## src/design/spmc_pkg.sv

```systemverilog
/*
  Shared constants, types and the identification code of the scratchpad
  memory command logic.
  Assumes a slot decoder on the same clock that reports bus events.
*/
package spmc_pkg;

  // ----------------------------------------------------------------------
  // Commands and layout
  // ----------------------------------------------------------------------
  localparam logic [7:0] CMD_READ_ROM  = 8'h33;
  localparam logic [7:0] CMD_MATCH_ROM = 8'h55;
  localparam logic [7:0] CMD_SKIP_ROM  = 8'hCC;
  localparam logic [7:0] CMD_WR_SCR    = 8'h0F;
  localparam logic [7:0] CMD_RD_SCR    = 8'hAA;
  localparam logic [7:0] CMD_COPY_SCR  = 8'h55;
  localparam int         PAGE_BYTES    = 32;
  localparam int         ES_PF_BIT     = 5;
  localparam int         ES_OF_BIT     = 6;
  localparam int         ES_AA_BIT     = 7;
  localparam logic [5:0] POS_END       = 6'h20;
  localparam logic [6:0] ROM_BITS      = 7'h40;
  localparam logic [6:0] ROM_BYTES     = 7'h08;
  localparam logic [6:0] HDR_BYTES     = 7'h03;
  localparam logic [7:0] CRC_TAPS      = 8'h8C;
  localparam logic [7:0] ALL_ONES      = 8'hFF;
  localparam logic [7:0] RST_BYTE      = 8'h00;
  localparam int         DEF_PAGES     = 16;
  localparam int         FIFO_DEPTH    = 16;

  // Family code and serial number are arbitrary values.
  localparam logic [7:0]  FAMILY_CODE  = 8'h5A;
  localparam logic [47:0] SERIAL_NUM   = 48'h0123_4567_89AB;

  // Shift a run of bits through the generator, lowest bit first.
  function automatic logic [7:0] crc8_bits(input logic [63:0] d,
                                           input int n);
    logic [7:0] c;
    logic       fb;
    c = 8'h00; // [RL5]
    for (int i = 0; i < n; i++) begin
      fb = c[0] ^ d[i]; // [RL4]
      c  = c >> 1;
      if (fb) begin
        c = c ^ CRC_TAPS;
      end
    end
    return c;
  endfunction : crc8_bits

  localparam logic [55:0] ROM_BODY = {SERIAL_NUM, FAMILY_CODE};
  localparam logic [63:0] ROM_CODE =
    {crc8_bits({8'h00, ROM_BODY}, 56), ROM_BODY};

  typedef enum logic [3:0] {
    ST_ROM_CMD, ST_MATCH, ST_READ_ROM, ST_MEM_CMD, ST_WS_ADDR, ST_WS_DATA,
    ST_RS_SEND, ST_CP_AUTH, ST_COPY, ST_COPY_DONE, ST_WAIT_RST
  } spmc_state_t;

  // Slot events from the bit-level decoder.
  typedef struct packed {
    logic rst;
    logic wr;
    logic bit_val;
    logic rd;
  } spmc_slot_t;

endpackage : spmc_pkg

```

## src/design/spmc_top.sv

```systemverilog
/*
  Byte FIFO and the command interpreter of the scratchpad memory device.
  Assumes slot events arrive on mclk_i, one event per cycle at most.
*/
// What this block does
// (RL1) Bytes and commands move lowest bit first in both directions.
// (RL2) Memory commands are refused until a ROM command sequence succeeded.
// (RL3) A 64-bit code: family byte, 48-bit serial, then CRC byte.
// (RL4) The code CRC uses polynomial x8 + x5 + x4 + 1.
// (RL5) CRC starts at zero and takes family bits first, then serial bits.
// (RL6) Receiver shifts in the CRC too and expects all zeros.
// (RL7) Memory is 32-byte pages, 4 or 16 of them, plus a scratchpad.
// (RL8) Memory is written only by copying the scratchpad.
// (RL9) Two target address bytes, low first, then an offset/status byte.
// (RL10) Target bits 4..0 pick one of 32 bytes in a page.
// (RL11) Status is read only: offset, partial, overflow, authorised bits.
// (RL12) Write command takes two address bytes, then data at the offset.
// (RL13) The ending offset is the byte where the master stopped writing.
// (RL14) Ending offset stops at 31; excess data sets overflow, is dropped.
// (RL15) An unfinished byte without overflow sets the partial flag.
// (RL16) Read command sends both address bytes, status, then scratchpad.
// (RL17) Reading beyond the scratchpad end returns all ones.
// (RL18) Copy needs the three register bytes as key, then sets authorised.
// (RL19) Only a write command clears the authorised flag.
// (RL20) Skip command opens memory commands without the code.
// (RL21) A bus reset aborts any command except a running copy.
`timescale 1ns/1ns

// ------------------------------------------------------------------------
// Byte FIFO
// ------------------------------------------------------------------------
module spmc_fifo #(
  parameter int WIDTH = 8,
  parameter int DEPTH = 16
) (
  // Clock and reset
  input  wire logic             mclk_i,
  input  wire logic             rst_i,
  input  wire logic             flush_i,
  // Fill side
  input  wire logic             in_valid_i,
  output logic                  in_ready_o,
  input  wire logic [WIDTH-1:0] in_data_i,
  // Drain side
  output logic                  out_valid_o,
  input  wire logic             out_ready_i,
  output logic      [WIDTH-1:0] out_data_o
);
  localparam int AW = $clog2(DEPTH);

  initial begin
    if (DEPTH < 2 || (1 << AW) != DEPTH) begin
      $error("FIFO depth must be a power of two of at least 2.");
    end
  end

  logic [WIDTH-1:0] mem_r [DEPTH];
  logic [AW-1:0]    wp_r;
  logic [AW-1:0]    rp_r;
  logic [AW:0]      cnt_r;
  logic             push;
  logic             pop;

  // Honest full and empty from the fill count.
  assign in_ready_o  = (cnt_r != (AW+1)'(DEPTH)) && !flush_i;
  assign out_valid_o = (cnt_r != '0) && !flush_i;
  assign out_data_o  = mem_r[rp_r];
  assign push        = in_valid_i && in_ready_o;
  assign pop         = out_valid_o && out_ready_i;

  // Pointers and count; a flush empties the queue at once.
  always_ff @(posedge mclk_i) begin
    if (rst_i || flush_i) begin
      wp_r  <= '0;
      rp_r  <= '0;
      cnt_r <= '0;
    end else begin
      wp_r  <= push ? wp_r + 1'b1 : wp_r;
      rp_r  <= pop ? rp_r + 1'b1 : rp_r;
      cnt_r <= cnt_r + (AW+1)'(push) - (AW+1)'(pop);
    end
  end

  // Storage words.
  always_ff @(posedge mclk_i) begin
    if (push) begin
      mem_r[wp_r] <= in_data_i;
    end
  end
endmodule : spmc_fifo

// ------------------------------------------------------------------------
// Command interpreter
// ------------------------------------------------------------------------
module spmc_top #(
  parameter int NUM_PAGES = spmc_pkg::DEF_PAGES
) (
  // Clock and reset
  input  wire logic                  mclk_i,
  input  wire logic                  rst_i,
  // Slot events from the bit decoder
  input  wire spmc_pkg::spmc_slot_t  slot_i,
  // Answer bit for each read slot
  output logic                       rd_bit_o,
  output logic                       rd_valid_o,
  // Memory inspection port
  input  wire logic [8:0]            mem_rd_addr_i,
  output logic      [7:0]            mem_rd_data_o,
  // Status
  output logic                       mem_access_o,
  output logic                       copy_busy_o
);
  import spmc_pkg::*;

  localparam int PB = $clog2(NUM_PAGES);

  initial begin
    if (NUM_PAGES != 4 && NUM_PAGES != 16) begin
      $error("Page count must be 4 or 16.");
    end
  end

  typedef struct packed {
    spmc_state_t st;
    logic [7:0]  rx_sh;
    logic [2:0]  rx_cnt;
    logic [7:0]  tx_sh;
    logic [3:0]  tx_cnt;
    logic [6:0]  idx;
    logic [5:0]  pos;
    logic        mism;
    logic [7:0]  ta_lo;
    logic [7:0]  ta_hi;
    logic [4:0]  e_off;
    logic        pf;
    logic        of;
    logic        aa;
    logic        rd_bit;
    logic        rd_valid;
  } spmc_regs_t;

  spmc_regs_t  s_r;
  spmc_regs_t  s_nxt;
  logic [7:0]  scr_r [PAGE_BYTES];
  logic [7:0]  mem_r [NUM_PAGES*PAGE_BYTES];
  logic        byte_done;
  logic [7:0]  rx_byte;
  logic [7:0]  es;
  logic        push_valid;
  logic        push_ready;
  logic [7:0]  push_data;
  logic        pop_valid;
  logic        pop_ready;
  logic [7:0]  pop_data;
  logic        scr_we;
  logic [4:0]  scr_wa;
  logic        mem_we;
  logic        ws_go;
  logic [PB-1:0] page_idx;

  // Page number is target bit 5 and up; with 16 pages it spans both address bytes, with 4 only the low one.
  assign page_idx = PB'({s_r.ta_hi, s_r.ta_lo} >> 5); // [RL7] [RL9]
  // Incoming bits fill the byte from the top, so bit 0 comes first.
  assign rx_byte   = {slot_i.bit_val, s_r.rx_sh[7:1]}; // [RL1]
  assign byte_done = slot_i.wr && (s_r.rx_cnt == 3'h7);
  assign es = {s_r.aa, s_r.of, s_r.pf, s_r.e_off}; // [RL9] [RL11]
  assign ws_go = (s_r.st == ST_MEM_CMD) && byte_done &&
                 (rx_byte == CMD_WR_SCR);
  assign pop_ready = slot_i.rd && (s_r.tx_cnt == 4'h0);

  spmc_fifo #(.WIDTH(8), .DEPTH(FIFO_DEPTH)) u_txq (
    .mclk_i      (mclk_i),
    .rst_i       (rst_i),
    .flush_i     (slot_i.rst && (s_r.st != ST_COPY)),
    .in_valid_i  (push_valid),
    .in_ready_o  (push_ready),
    .in_data_i   (push_data),
    .out_valid_o (pop_valid),
    .out_ready_i (pop_ready),
    .out_data_o  (pop_data)
  );

  // Next state of the interpreter and of both shifters.
  always_comb begin
    s_nxt      = s_r;
    push_valid = 1'b0;
    push_data  = ALL_ONES;
    scr_we     = 1'b0;
    scr_wa     = s_r.pos[4:0];
    mem_we     = 1'b0;
    s_nxt.rd_valid = 1'b0;
    if (slot_i.wr) begin
      s_nxt.rx_sh  = rx_byte;
      s_nxt.rx_cnt = s_r.rx_cnt + 3'h1;
    end
    // Outgoing bytes leave lowest bit first; empty queue answers one, but a finished copy answers zero.
    if (slot_i.rd) begin
      s_nxt.rd_valid = 1'b1;
      if (s_r.st == ST_COPY_DONE) begin
        s_nxt.rd_bit = 1'b0;
      end else if (s_r.tx_cnt != 4'h0) begin
        s_nxt.rd_bit = s_r.tx_sh[0]; // [RL1]
        s_nxt.tx_sh  = s_r.tx_sh >> 1;
        s_nxt.tx_cnt = s_r.tx_cnt - 4'h1;
      end else if (pop_valid) begin
        s_nxt.rd_bit = pop_data[0];
        s_nxt.tx_sh  = pop_data >> 1;
        s_nxt.tx_cnt = 4'h7;
      end else begin
        s_nxt.rd_bit = 1'b1;
      end
    end
    case (s_r.st)
      ST_ROM_CMD: begin
        if (byte_done) begin
          s_nxt.idx  = '0;
          s_nxt.mism = 1'b0;
          case (rx_byte)
            CMD_READ_ROM:  s_nxt.st = ST_READ_ROM;
            CMD_MATCH_ROM: s_nxt.st = ST_MATCH;
            CMD_SKIP_ROM:  s_nxt.st = ST_MEM_CMD; // [RL20]
            default:       s_nxt.st = ST_WAIT_RST;
          endcase
        end
      end
      ST_MATCH: begin
        if (slot_i.wr) begin
          s_nxt.idx  = s_r.idx + 7'h1;
          s_nxt.mism = s_r.mism | (slot_i.bit_val != ROM_CODE[s_r.idx[5:0]]);
          if (s_r.idx == ROM_BITS - 7'h1) begin
            s_nxt.st     = s_nxt.mism ? ST_WAIT_RST : ST_MEM_CMD; // [RL2]
            s_nxt.rx_cnt = 3'h0;
          end
        end
      end
      ST_READ_ROM: begin
        push_valid = 1'b1;
        push_data  = ROM_CODE[s_r.idx[2:0]*8 +: 8]; // [RL3]
        if (push_ready) begin
          s_nxt.idx = s_r.idx + 7'h1;
          if (s_r.idx == ROM_BYTES - 7'h1) begin
            s_nxt.st = ST_MEM_CMD;
          end
        end
      end
      ST_MEM_CMD: begin
        if (byte_done) begin
          s_nxt.idx  = '0;
          s_nxt.mism = 1'b0;
          case (rx_byte)
            CMD_WR_SCR: begin
              s_nxt.st = ST_WS_ADDR;
              s_nxt.aa = 1'b0; // [RL19]
              s_nxt.of = 1'b0;
              s_nxt.pf = 1'b0;
            end
            CMD_RD_SCR:   s_nxt.st = ST_RS_SEND;
            CMD_COPY_SCR: s_nxt.st = ST_CP_AUTH;
            default:      s_nxt.st = ST_WAIT_RST;
          endcase
        end
      end
      ST_WS_ADDR: begin
        if (byte_done) begin
          s_nxt.idx = s_r.idx + 7'h1;
          if (s_r.idx == 7'h0) begin
            s_nxt.ta_lo = rx_byte; // [RL12]
          end else begin
            s_nxt.ta_hi = rx_byte;
            s_nxt.st    = ST_WS_DATA;
            s_nxt.pos   = {1'b0, s_r.ta_lo[4:0]}; // [RL10]
            s_nxt.e_off = s_r.ta_lo[4:0];
          end
        end
      end
      ST_WS_DATA: begin
        if (byte_done) begin
          if (s_r.pos == POS_END) begin
            s_nxt.of = 1'b1; // [RL14]
          end else begin
            scr_we      = 1'b1; // [RL12]
            s_nxt.e_off = s_r.pos[4:0]; // [RL13]
            s_nxt.pos   = s_r.pos + 6'h1;
          end
        end
      end
      ST_RS_SEND: begin
        push_valid = 1'b1;
        if (s_r.idx == 7'h0) begin
          push_data = s_r.ta_lo; // [RL16]
        end else if (s_r.idx == 7'h1) begin
          push_data = s_r.ta_hi;
        end else if (s_r.idx == 7'h2) begin
          push_data = es;
        end else if (s_r.pos != POS_END) begin
          push_data = scr_r[s_r.pos[4:0]];
        end else begin
          push_data = ALL_ONES; // [RL17]
        end
        if (push_ready) begin
          if (s_r.idx < HDR_BYTES) begin
            s_nxt.idx = s_r.idx + 7'h1;
            s_nxt.pos = {1'b0, s_r.ta_lo[4:0]};
          end else if (s_r.pos != POS_END) begin
            s_nxt.pos = s_r.pos + 6'h1;
          end
        end
      end
      ST_CP_AUTH: begin
        if (byte_done) begin
          s_nxt.idx = s_r.idx + 7'h1;
          case (s_r.idx[1:0])
            2'h0:    s_nxt.mism = s_r.mism | (rx_byte != s_r.ta_lo);
            2'h1:    s_nxt.mism = s_r.mism | (rx_byte != s_r.ta_hi);
            default: s_nxt.mism = s_r.mism | (rx_byte != es);
          endcase
          if (s_r.idx == HDR_BYTES - 7'h1) begin
            s_nxt.st  = s_nxt.mism ? ST_WAIT_RST : ST_COPY; // [RL18]
            s_nxt.aa  = s_r.aa | !s_nxt.mism;
            s_nxt.pos = {1'b0, s_r.ta_lo[4:0]};
          end
        end
      end
      ST_COPY: begin
        mem_we    = 1'b1; // [RL8]
        s_nxt.pos = s_r.pos + 6'h1;
        if (s_r.pos[4:0] == s_r.e_off || s_r.pos[4:0] == 5'h1F) begin
          s_nxt.st = ST_COPY_DONE;
        end
      end
      ST_COPY_DONE: begin
      end
      ST_WAIT_RST: begin
      end
      default: s_nxt.st = ST_WAIT_RST;
    endcase
    // Bus reset ends any command but a copy in progress.
    if (slot_i.rst && s_r.st != ST_COPY) begin // [RL21]
      if (s_r.st == ST_WS_DATA && s_r.rx_cnt != 3'h0 && !s_r.of) begin
        s_nxt.pf    = 1'b1; // [RL15]
        s_nxt.e_off = s_r.pos[4:0];
      end
      s_nxt.st     = ST_ROM_CMD;
      s_nxt.rx_cnt = 3'h0;
      s_nxt.tx_cnt = 4'h0;
    end
  end

  // State register.
  always_ff @(posedge mclk_i) begin
    if (rst_i) begin
      s_r <= '{st: ST_ROM_CMD, default: '0};
    end else begin
      s_r <= s_nxt;
    end
  end

  // Scratchpad, memory page and inspection read.
  always_ff @(posedge mclk_i) begin
    if (scr_we) begin
      scr_r[scr_wa] <= rx_byte;
    end
    if (mem_we) begin // [RL7]
      mem_r[{page_idx, s_r.pos[4:0]}] <= scr_r[s_r.pos[4:0]];
    end
    if (rst_i) begin
      mem_rd_data_o <= RST_BYTE;
    end else begin
      mem_rd_data_o <= mem_r[mem_rd_addr_i[PB+4:0]];
    end
  end

  assign rd_bit_o     = s_r.rd_bit;
  assign rd_valid_o   = s_r.rd_valid;
  assign mem_access_o = (s_r.st != ST_ROM_CMD) && (s_r.st != ST_MATCH) &&
                        (s_r.st != ST_READ_ROM) && (s_r.st != ST_WAIT_RST);
  assign copy_busy_o  = (s_r.st == ST_COPY);
endmodule : spmc_top

```

## config.mk

```make
export PLATFORM = sky130hd
export DESIGN_NAME = spmc_top
export DESIGN_NICKNAME = d
export VERILOG_FILES = /design/src/design/spmc_pkg.sv /design/src/design/spmc_top.sv
export SDC_FILE = /design/constraint.sdc
export NUM_CORES = 2
export LEC_CHECK = 0
export BUFFER_PORTS_ARGS = -buffer_cell sky130_fd_sc_hd__buf_4
export CAP_MARGIN = 20
export CORE_MARGIN = 5
export CORE_UTILIZATION = 38
export DETAILED_ROUTE_END_ITERATION = 8
export GPL_TIMING_DRIVEN = 0
export PLACE_DENSITY_LB_ADDON = 0.12
export SYNTH_ARGS = -nofsm -noshare
export SYNTH_HDL_FRONTEND = slang
export SYNTH_MEMORY_MAX_BITS = 65536
export SYNTH_SLANG_ARGS = --single-unit
```

## constraint.sdc

```tcl
create_clock -name mclk_i -period 13.2 [get_ports mclk_i]
set_clock_uncertainty 0.2 [all_clocks]
set_input_delay 0.66 -clock mclk_i [delete_from_list [all_inputs] [get_ports mclk_i]]
set_output_delay 0.66 -clock mclk_i [all_outputs]
set_load 0.05 [all_outputs]
```

Word-level counts from Yosys, hierarchy flattened
Memory sizes are Yosys's and may differ from the RTL's. A register that Yosys moved wholly into a read port is not among the register bits. Index checks and enable logic that the tools add are counted.

Register bits: 80. Latch bits: 0. Bits in writable memories: 4480. ROM bits: 64. Input port bits: 15. Output and inout port bits: 12. Word-level logic and storage cells: 225. Memories: 4.

Memory list: mem_r (words 512, width 8, read ports 1, clocked after Yosys merged registers in 1, wr ports 1, RTL line spmc_top.sv:145) `logic [7:0] mem_r [NUM_PAGES*PAGE_BYTES];`; scr_r (words 32, width 8, read ports 1, clocked after Yosys merged registers in 1, wr ports 1, RTL line spmc_top.sv:144) `logic [7:0] scr_r [PAGE_BYTES];`; u_txq.mem_r (words 16, width 8, read ports 1, clocked after Yosys merged registers in 1, wr ports 1, RTL line spmc_top.sv:57) `logic [WIDTH-1:0] mem_r [DEPTH];`; (name not given) (words 64, width 1, read ports 1, clocked after Yosys merged registers in 1, wr ports 0, RTL line spmc_top.sv:229) `s_nxt.mism = s_r.mism | (slot_i.bit_val != ROM_CODE[s_r.idx[5:0]]);`.

$add $sub $neg: 8. $mul: 0. Div/mod/pow operators: 0. Order comparisons: 2. Equality and inequality tests: 53. Shifts and indexed selects: 1. Multiplexer cells: 86. Bitwise operators: 8. Reduce and logical (&&, ||, !) cells: 44.

Operator list (count): variable part select 64 x 7 -> 8 bit (first input constant) (1); two-way mux 6 bit (10); two-way mux 4 bit (14); case mux 7 bit (6 select lines) (1); two-way mux 8 bit (4); case mux 4 bit (8 select lines) (1); two-way mux 5 bit (6); case mux 6 bit (5 select lines) (1); two-way mux 7 bit (4); two-way mux 13 bit (2); inequality test 2 bit (second input constant) (13); two-way mux 1 bit (25); two-way mux 12 bit (2); inequality test 8 bit (3); case mux 4 bit (3 select lines) (2); two-way mux 3 bit (6); == test 4 x 3 -> 1 bit (second input constant) (4); == test 8 bit (second input constant) (2); case mux 8 bit (2 select lines) (1); two-way mux 14 bit (1); == test 4 bit (second input constant) (3); logical AND 1 bit (12); AND reduction 12 bit (1); inequality test 2 x 1 -> 1 bit (second input constant) (5); 53 further kinds (78).

Depth between registers and ports, before layout
Word-level depth: 10. Mapped depth: 16. Gate-level depth less buffers: 16.

By module
A second synthesis with hierarchy kept.

Cells, all modules: 8487. Area, all modules: 178449.9 um^2.

By module, submodules not included: spmc_top (times used 1, cells each 8174, area each 172608.0 um^2, sequential area each 132266.9 um^2); spmc_fifo (times used 1, cells each 313, area each 5841.9 um^2, sequential area each 4184.0 um^2).

Worst setup path before layout
OpenSTA, ideal clock, no wires.

Path kind: reg-to-reg. Start point: register with a tool-made name. End point: memory u_txq.mem_r[0][3] (data pin). Library setup time: 0.419 ns. Arrival time: 6.711 ns. Slack: 5.870 ns. Stages on the path, launching flop included: 9. Period minus slack after synthesis: 7.330 ns. Path through: dfxtp_1 buf_2 clkbuf_1 mux4_2 mux4_2 mux2_2 o221a_2 a211oi_1 o311ai_0.

RTL lines (RTL line): end, declared (spmc_top.sv:57).

==> flow_summary_export.csv <==
group,metric,value,unit
run_status,status,"finished clean",
cts,cts_sinks,4576,
logic_synthesis,syn_inst,8939,
setup_path,r2r_slack,7340,ps
drt,drc,0,
setup_path,end_kind,"flop",
logic_synthesis,ys_ff_latch,4576,
place,portBuffers,24,
floorplan,start_util,38.1,%
setup_path,worstSetupEndpoint,"mem_rd_data_o[6]",
setup_path,cp_max_fo,10,
global_route,grt_pass1_vias,101000,
setup_path,critPathKind,"in2reg",
logic_synthesis,syn_nets,8987,
drt,antenna_left,0,
drt,post_drt_wl_per_cell,54.7,um
drt,wirelength,905000,um
cts,cts_tree,"done",
cts,hold_buffers,4,
logic_synthesis,synth_top_cell_area_share,74.6,%
cells_and_area,fill_cells,40500,
timing,period_share,52.4,%
logic_synthesis,synth_edf_count,4480,
timing,slew_viol_final,0,
timing,setup_ws,6290,ps
cells_and_area,final_common_cell,"edfxtp_1",
floorplan,fp-row-count,253,
logic_synthesis,synth_top_family_by_area,"multiplexers",
place,placed_cells,15500,
cells_and_area,nets,9866,
drt,drt_iter0_drc,21900,
cells_and_area,finalInstanceArea,0.211,mm^2
setup_path,cp.arrival,7640,ps
logic_synthesis,synth_compound_area_share,3.51,%
place,place_ws,5630,ps
drt,num_vias,111000,
cts,clockBufferDepth,4,
floorplan,die_y,699,um
drt,viasPerCell,6.73,
cts,post-cts-setup-buffers,0,
timing,period_needed,6910,ps
logic_synthesis,muxShareOfSynthArea,15.2,%
min_path,hold_class,"in2reg",
cells_and_area,area_delta_synth_final,16.7,%
cts,cts.htree.levels,6,
global_route,grt.total_usage,36.1,%
cts,cts-resized-gates,0,
timing,hold_slack,130,ps
setup_path,crit_path_start,"mem_rd_addr_i[1]",
logic_synthesis,ys_warn_count,0,
logic_synthesis,seq_area_frac_synth,75.6,%
logic_synthesis,netlist_area,0.180,mm^2
setup_path,critPathBufInv,7,
global_route,grt_overflow_total,0,
timing,hold_viol_final,0,
run,maxCapViolations,0,
global_route,antenna_found_initial,170,
logic_synthesis,synth_ff_type,"edfxtp_1",
place,dpl_cell_area,0.194,mm^2
setup_path,cp.depth,13,
timing,max_freq,145,MHz
cells_and_area,drive_gt1_share,25.2,%
global_route,grt_pass1_wl,1120000,um
logic_synthesis,synthTopCellsByArea,"edfxtp_1 75%, mux4_2 12%, mux2i_1 2.5%",
logic_synthesis,synthAdderAreaFrac,0.233,%
drt,firstDrtPassIters,7,
setup_path,crit_slowest_cell,"buf_2",
logic_synthesis,yosysTopAreaCell,"edfxtp_1",
floorplan,core,0.474,mm^2
setup_path,cpLargestDelayFamily,"buffers and inverters",
power,finalPower,31.9,mW
floorplan,dieArea,0.489,mm^2
cells_and_area,fin_cells,16500,
place,place.gp.congestion,1.04,
logic_synthesis,avgSynthCellArea,20.2,um^2
power,ir_worst_vdd,0.144,mV
cts,clk_latency,1110,ps
cells_and_area,fin_util,44.4,%
logic_synthesis,yosysUniqueCellTypes,91,
setup_path,required,13930,ps
cts,ctsRootBufferMaster,"clkbuf_16",
setup_path,timing.rr.end,"mem_r[205][5]",
global_route,grt_max_degree,147,
logic_synthesis,yosys.area_share.xor_xnor,0.102,%
setup_path,critPathMaxStageDelay,1100,ps
logic_synthesis,synthArstFlopShare,0,%
setup_path,rr_worst_depth,8,
timing,worst_pin_slew,1380,ps
setup_path,r2r-start,"s_r[63]",
floorplan,die_x,699,um
cells_and_area,layout_common_cells,"4480 x edfxtp_1, 978 x mux4_2, 743 x nor2_1, 539 x clkbuf_16, 444 x mux2i_1",
cts,path_clk_slew,60,ps
timing,slew_headroom,7.89,%
min_path,whs_path_depth,5,
cts,cts_made_buffers,520,
timing,rsz0062_at_grt,"no",
timing,setup-tns-final,0,ps
setup_path,crit_path_start_kind,"primary input",
timing,finalSetupViolCount,0,
place,place_hpwl,640000,um
logic_synthesis,synthSimpleGateAreaFrac,3.27,%
setup_path,path_cells,"buf_4 -> buf_4 -> buf_4 -> buf_2 -> buf_2 -> buf_2 -> buf_12 -> mux4_2 -> a22oi_1 -> a21oi_1 -> a211oi_1 -> nand2_1 -> and4b_1",
power,p_per_area,151,mW/mm^2
power,p_leak,65.0,nW
floorplan,ios,27,
[cell type report]
type	count	area, um^2	share of cell area (%)
Sequential cell	4576	136000	64.8
Multi-Input combinational cell	3759	40500	19.3
Clock buffer	655	14000	6.63
Tap cell	6247	7820	3.71
Timing Repair Buffer	357	5550	2.63
Buffer	566	3820	1.81
Clock inverter	260	2080	0.987
Antenna cell	91	228	0.108
Inverter	38	143	0.0677
[per-layer routing]
layer | vias to the layer above | track usage, % | share of wire, %
li1 | 39100 | - | -
met1 | 60000 | 46.6 | 36
met2 | 9962 | 49.2 | 41
met3 | 2278 | 15.0 | 14
met4 | 44 | 24.9 | 8.4
met5 | - | 0.608 | 0.079
[report_power, final]
group	switching [mW]	internal (mW)	leakage, nW	total, mW
clock network	6.12	7.96	7.83	14.1
logic	1.54	0.541	17.3	2.08
registers	0.0110	15.7	39.9	15.7
[cell usage after synthesis, types with 24 or more instances]
cell type  number
buf_8          28
o221ai_1      162
dfxtp_1        96
nor4_1         24
buf_4          31
mux2i_1       444
inv_1          36
nor3_1        104
clkbuf_1      275
buf_2         108
buf_6          52
nand2_1       196
buf_12         31
mux4_2        978
o22ai_1       106
nor2_1        760
buf_1          36
a211oi_1       41
mux2_2         58
a22oi_1       115
a221oi_1       28
o21ai_0        83
and3_1         27
nand3_1        57
a21oi_1       179
edfxtp_1     4480
ha_1           32
[state kept, by name, summed over array words and instances (netlist names), 5 cells and up, named ones only]
register       flops
u_txq.mem_r      128
s_r               43
scr_r            256
u_txq.cnt_r        5
rx_byte            7
mem_rd_data_o      8
es                 8
mem_r           4096
[worst register-to-register path, cell delays in order, from the launching register on]
cell	delay [ps]
dfxtp_1	310
clkbuf_1	210
or4b_2	730
clkbuf_1	440
nor2_1	1030
nand2_1	530
clkbuf_2	690
buf_16	430
nor2_1	900
[logic make-up (layout without fill, tap and decap cells)]
logic type / Yosys count / count (layout)
AOI/OAI and AO/OA: 886 / 886
xor gates and xnor gates: 21 / 21
adders and majority gates: 33 / 33
buffers and inverters: 604 / 1876
DFF: 4576 / 4576
muxes: 1490 / 1490
other: 0 / 91
and+or+nand+nor: 1329 / 1329
[worst min path at each step]
| stage | startpoint | to | slack (ps) |
|---|---|---|---|
| 2_1_floorplan | s_r[50] | s_r[50] | 250 |
| 3_3_place_gp | s_r[16] | s_r[16] | 270 |
| 3_5_place_dp | s_r[13] | s_r[13] | 270 |
| 4_1_cts | slot_i[2] | s_r[34] | 90 |
| 5_1_grt | slot_i[2] | s_r[34] | 130 |
| 6_report | slot_i[2] | s_r[34] | 130 |
Power figures use the tool's default switching activity.
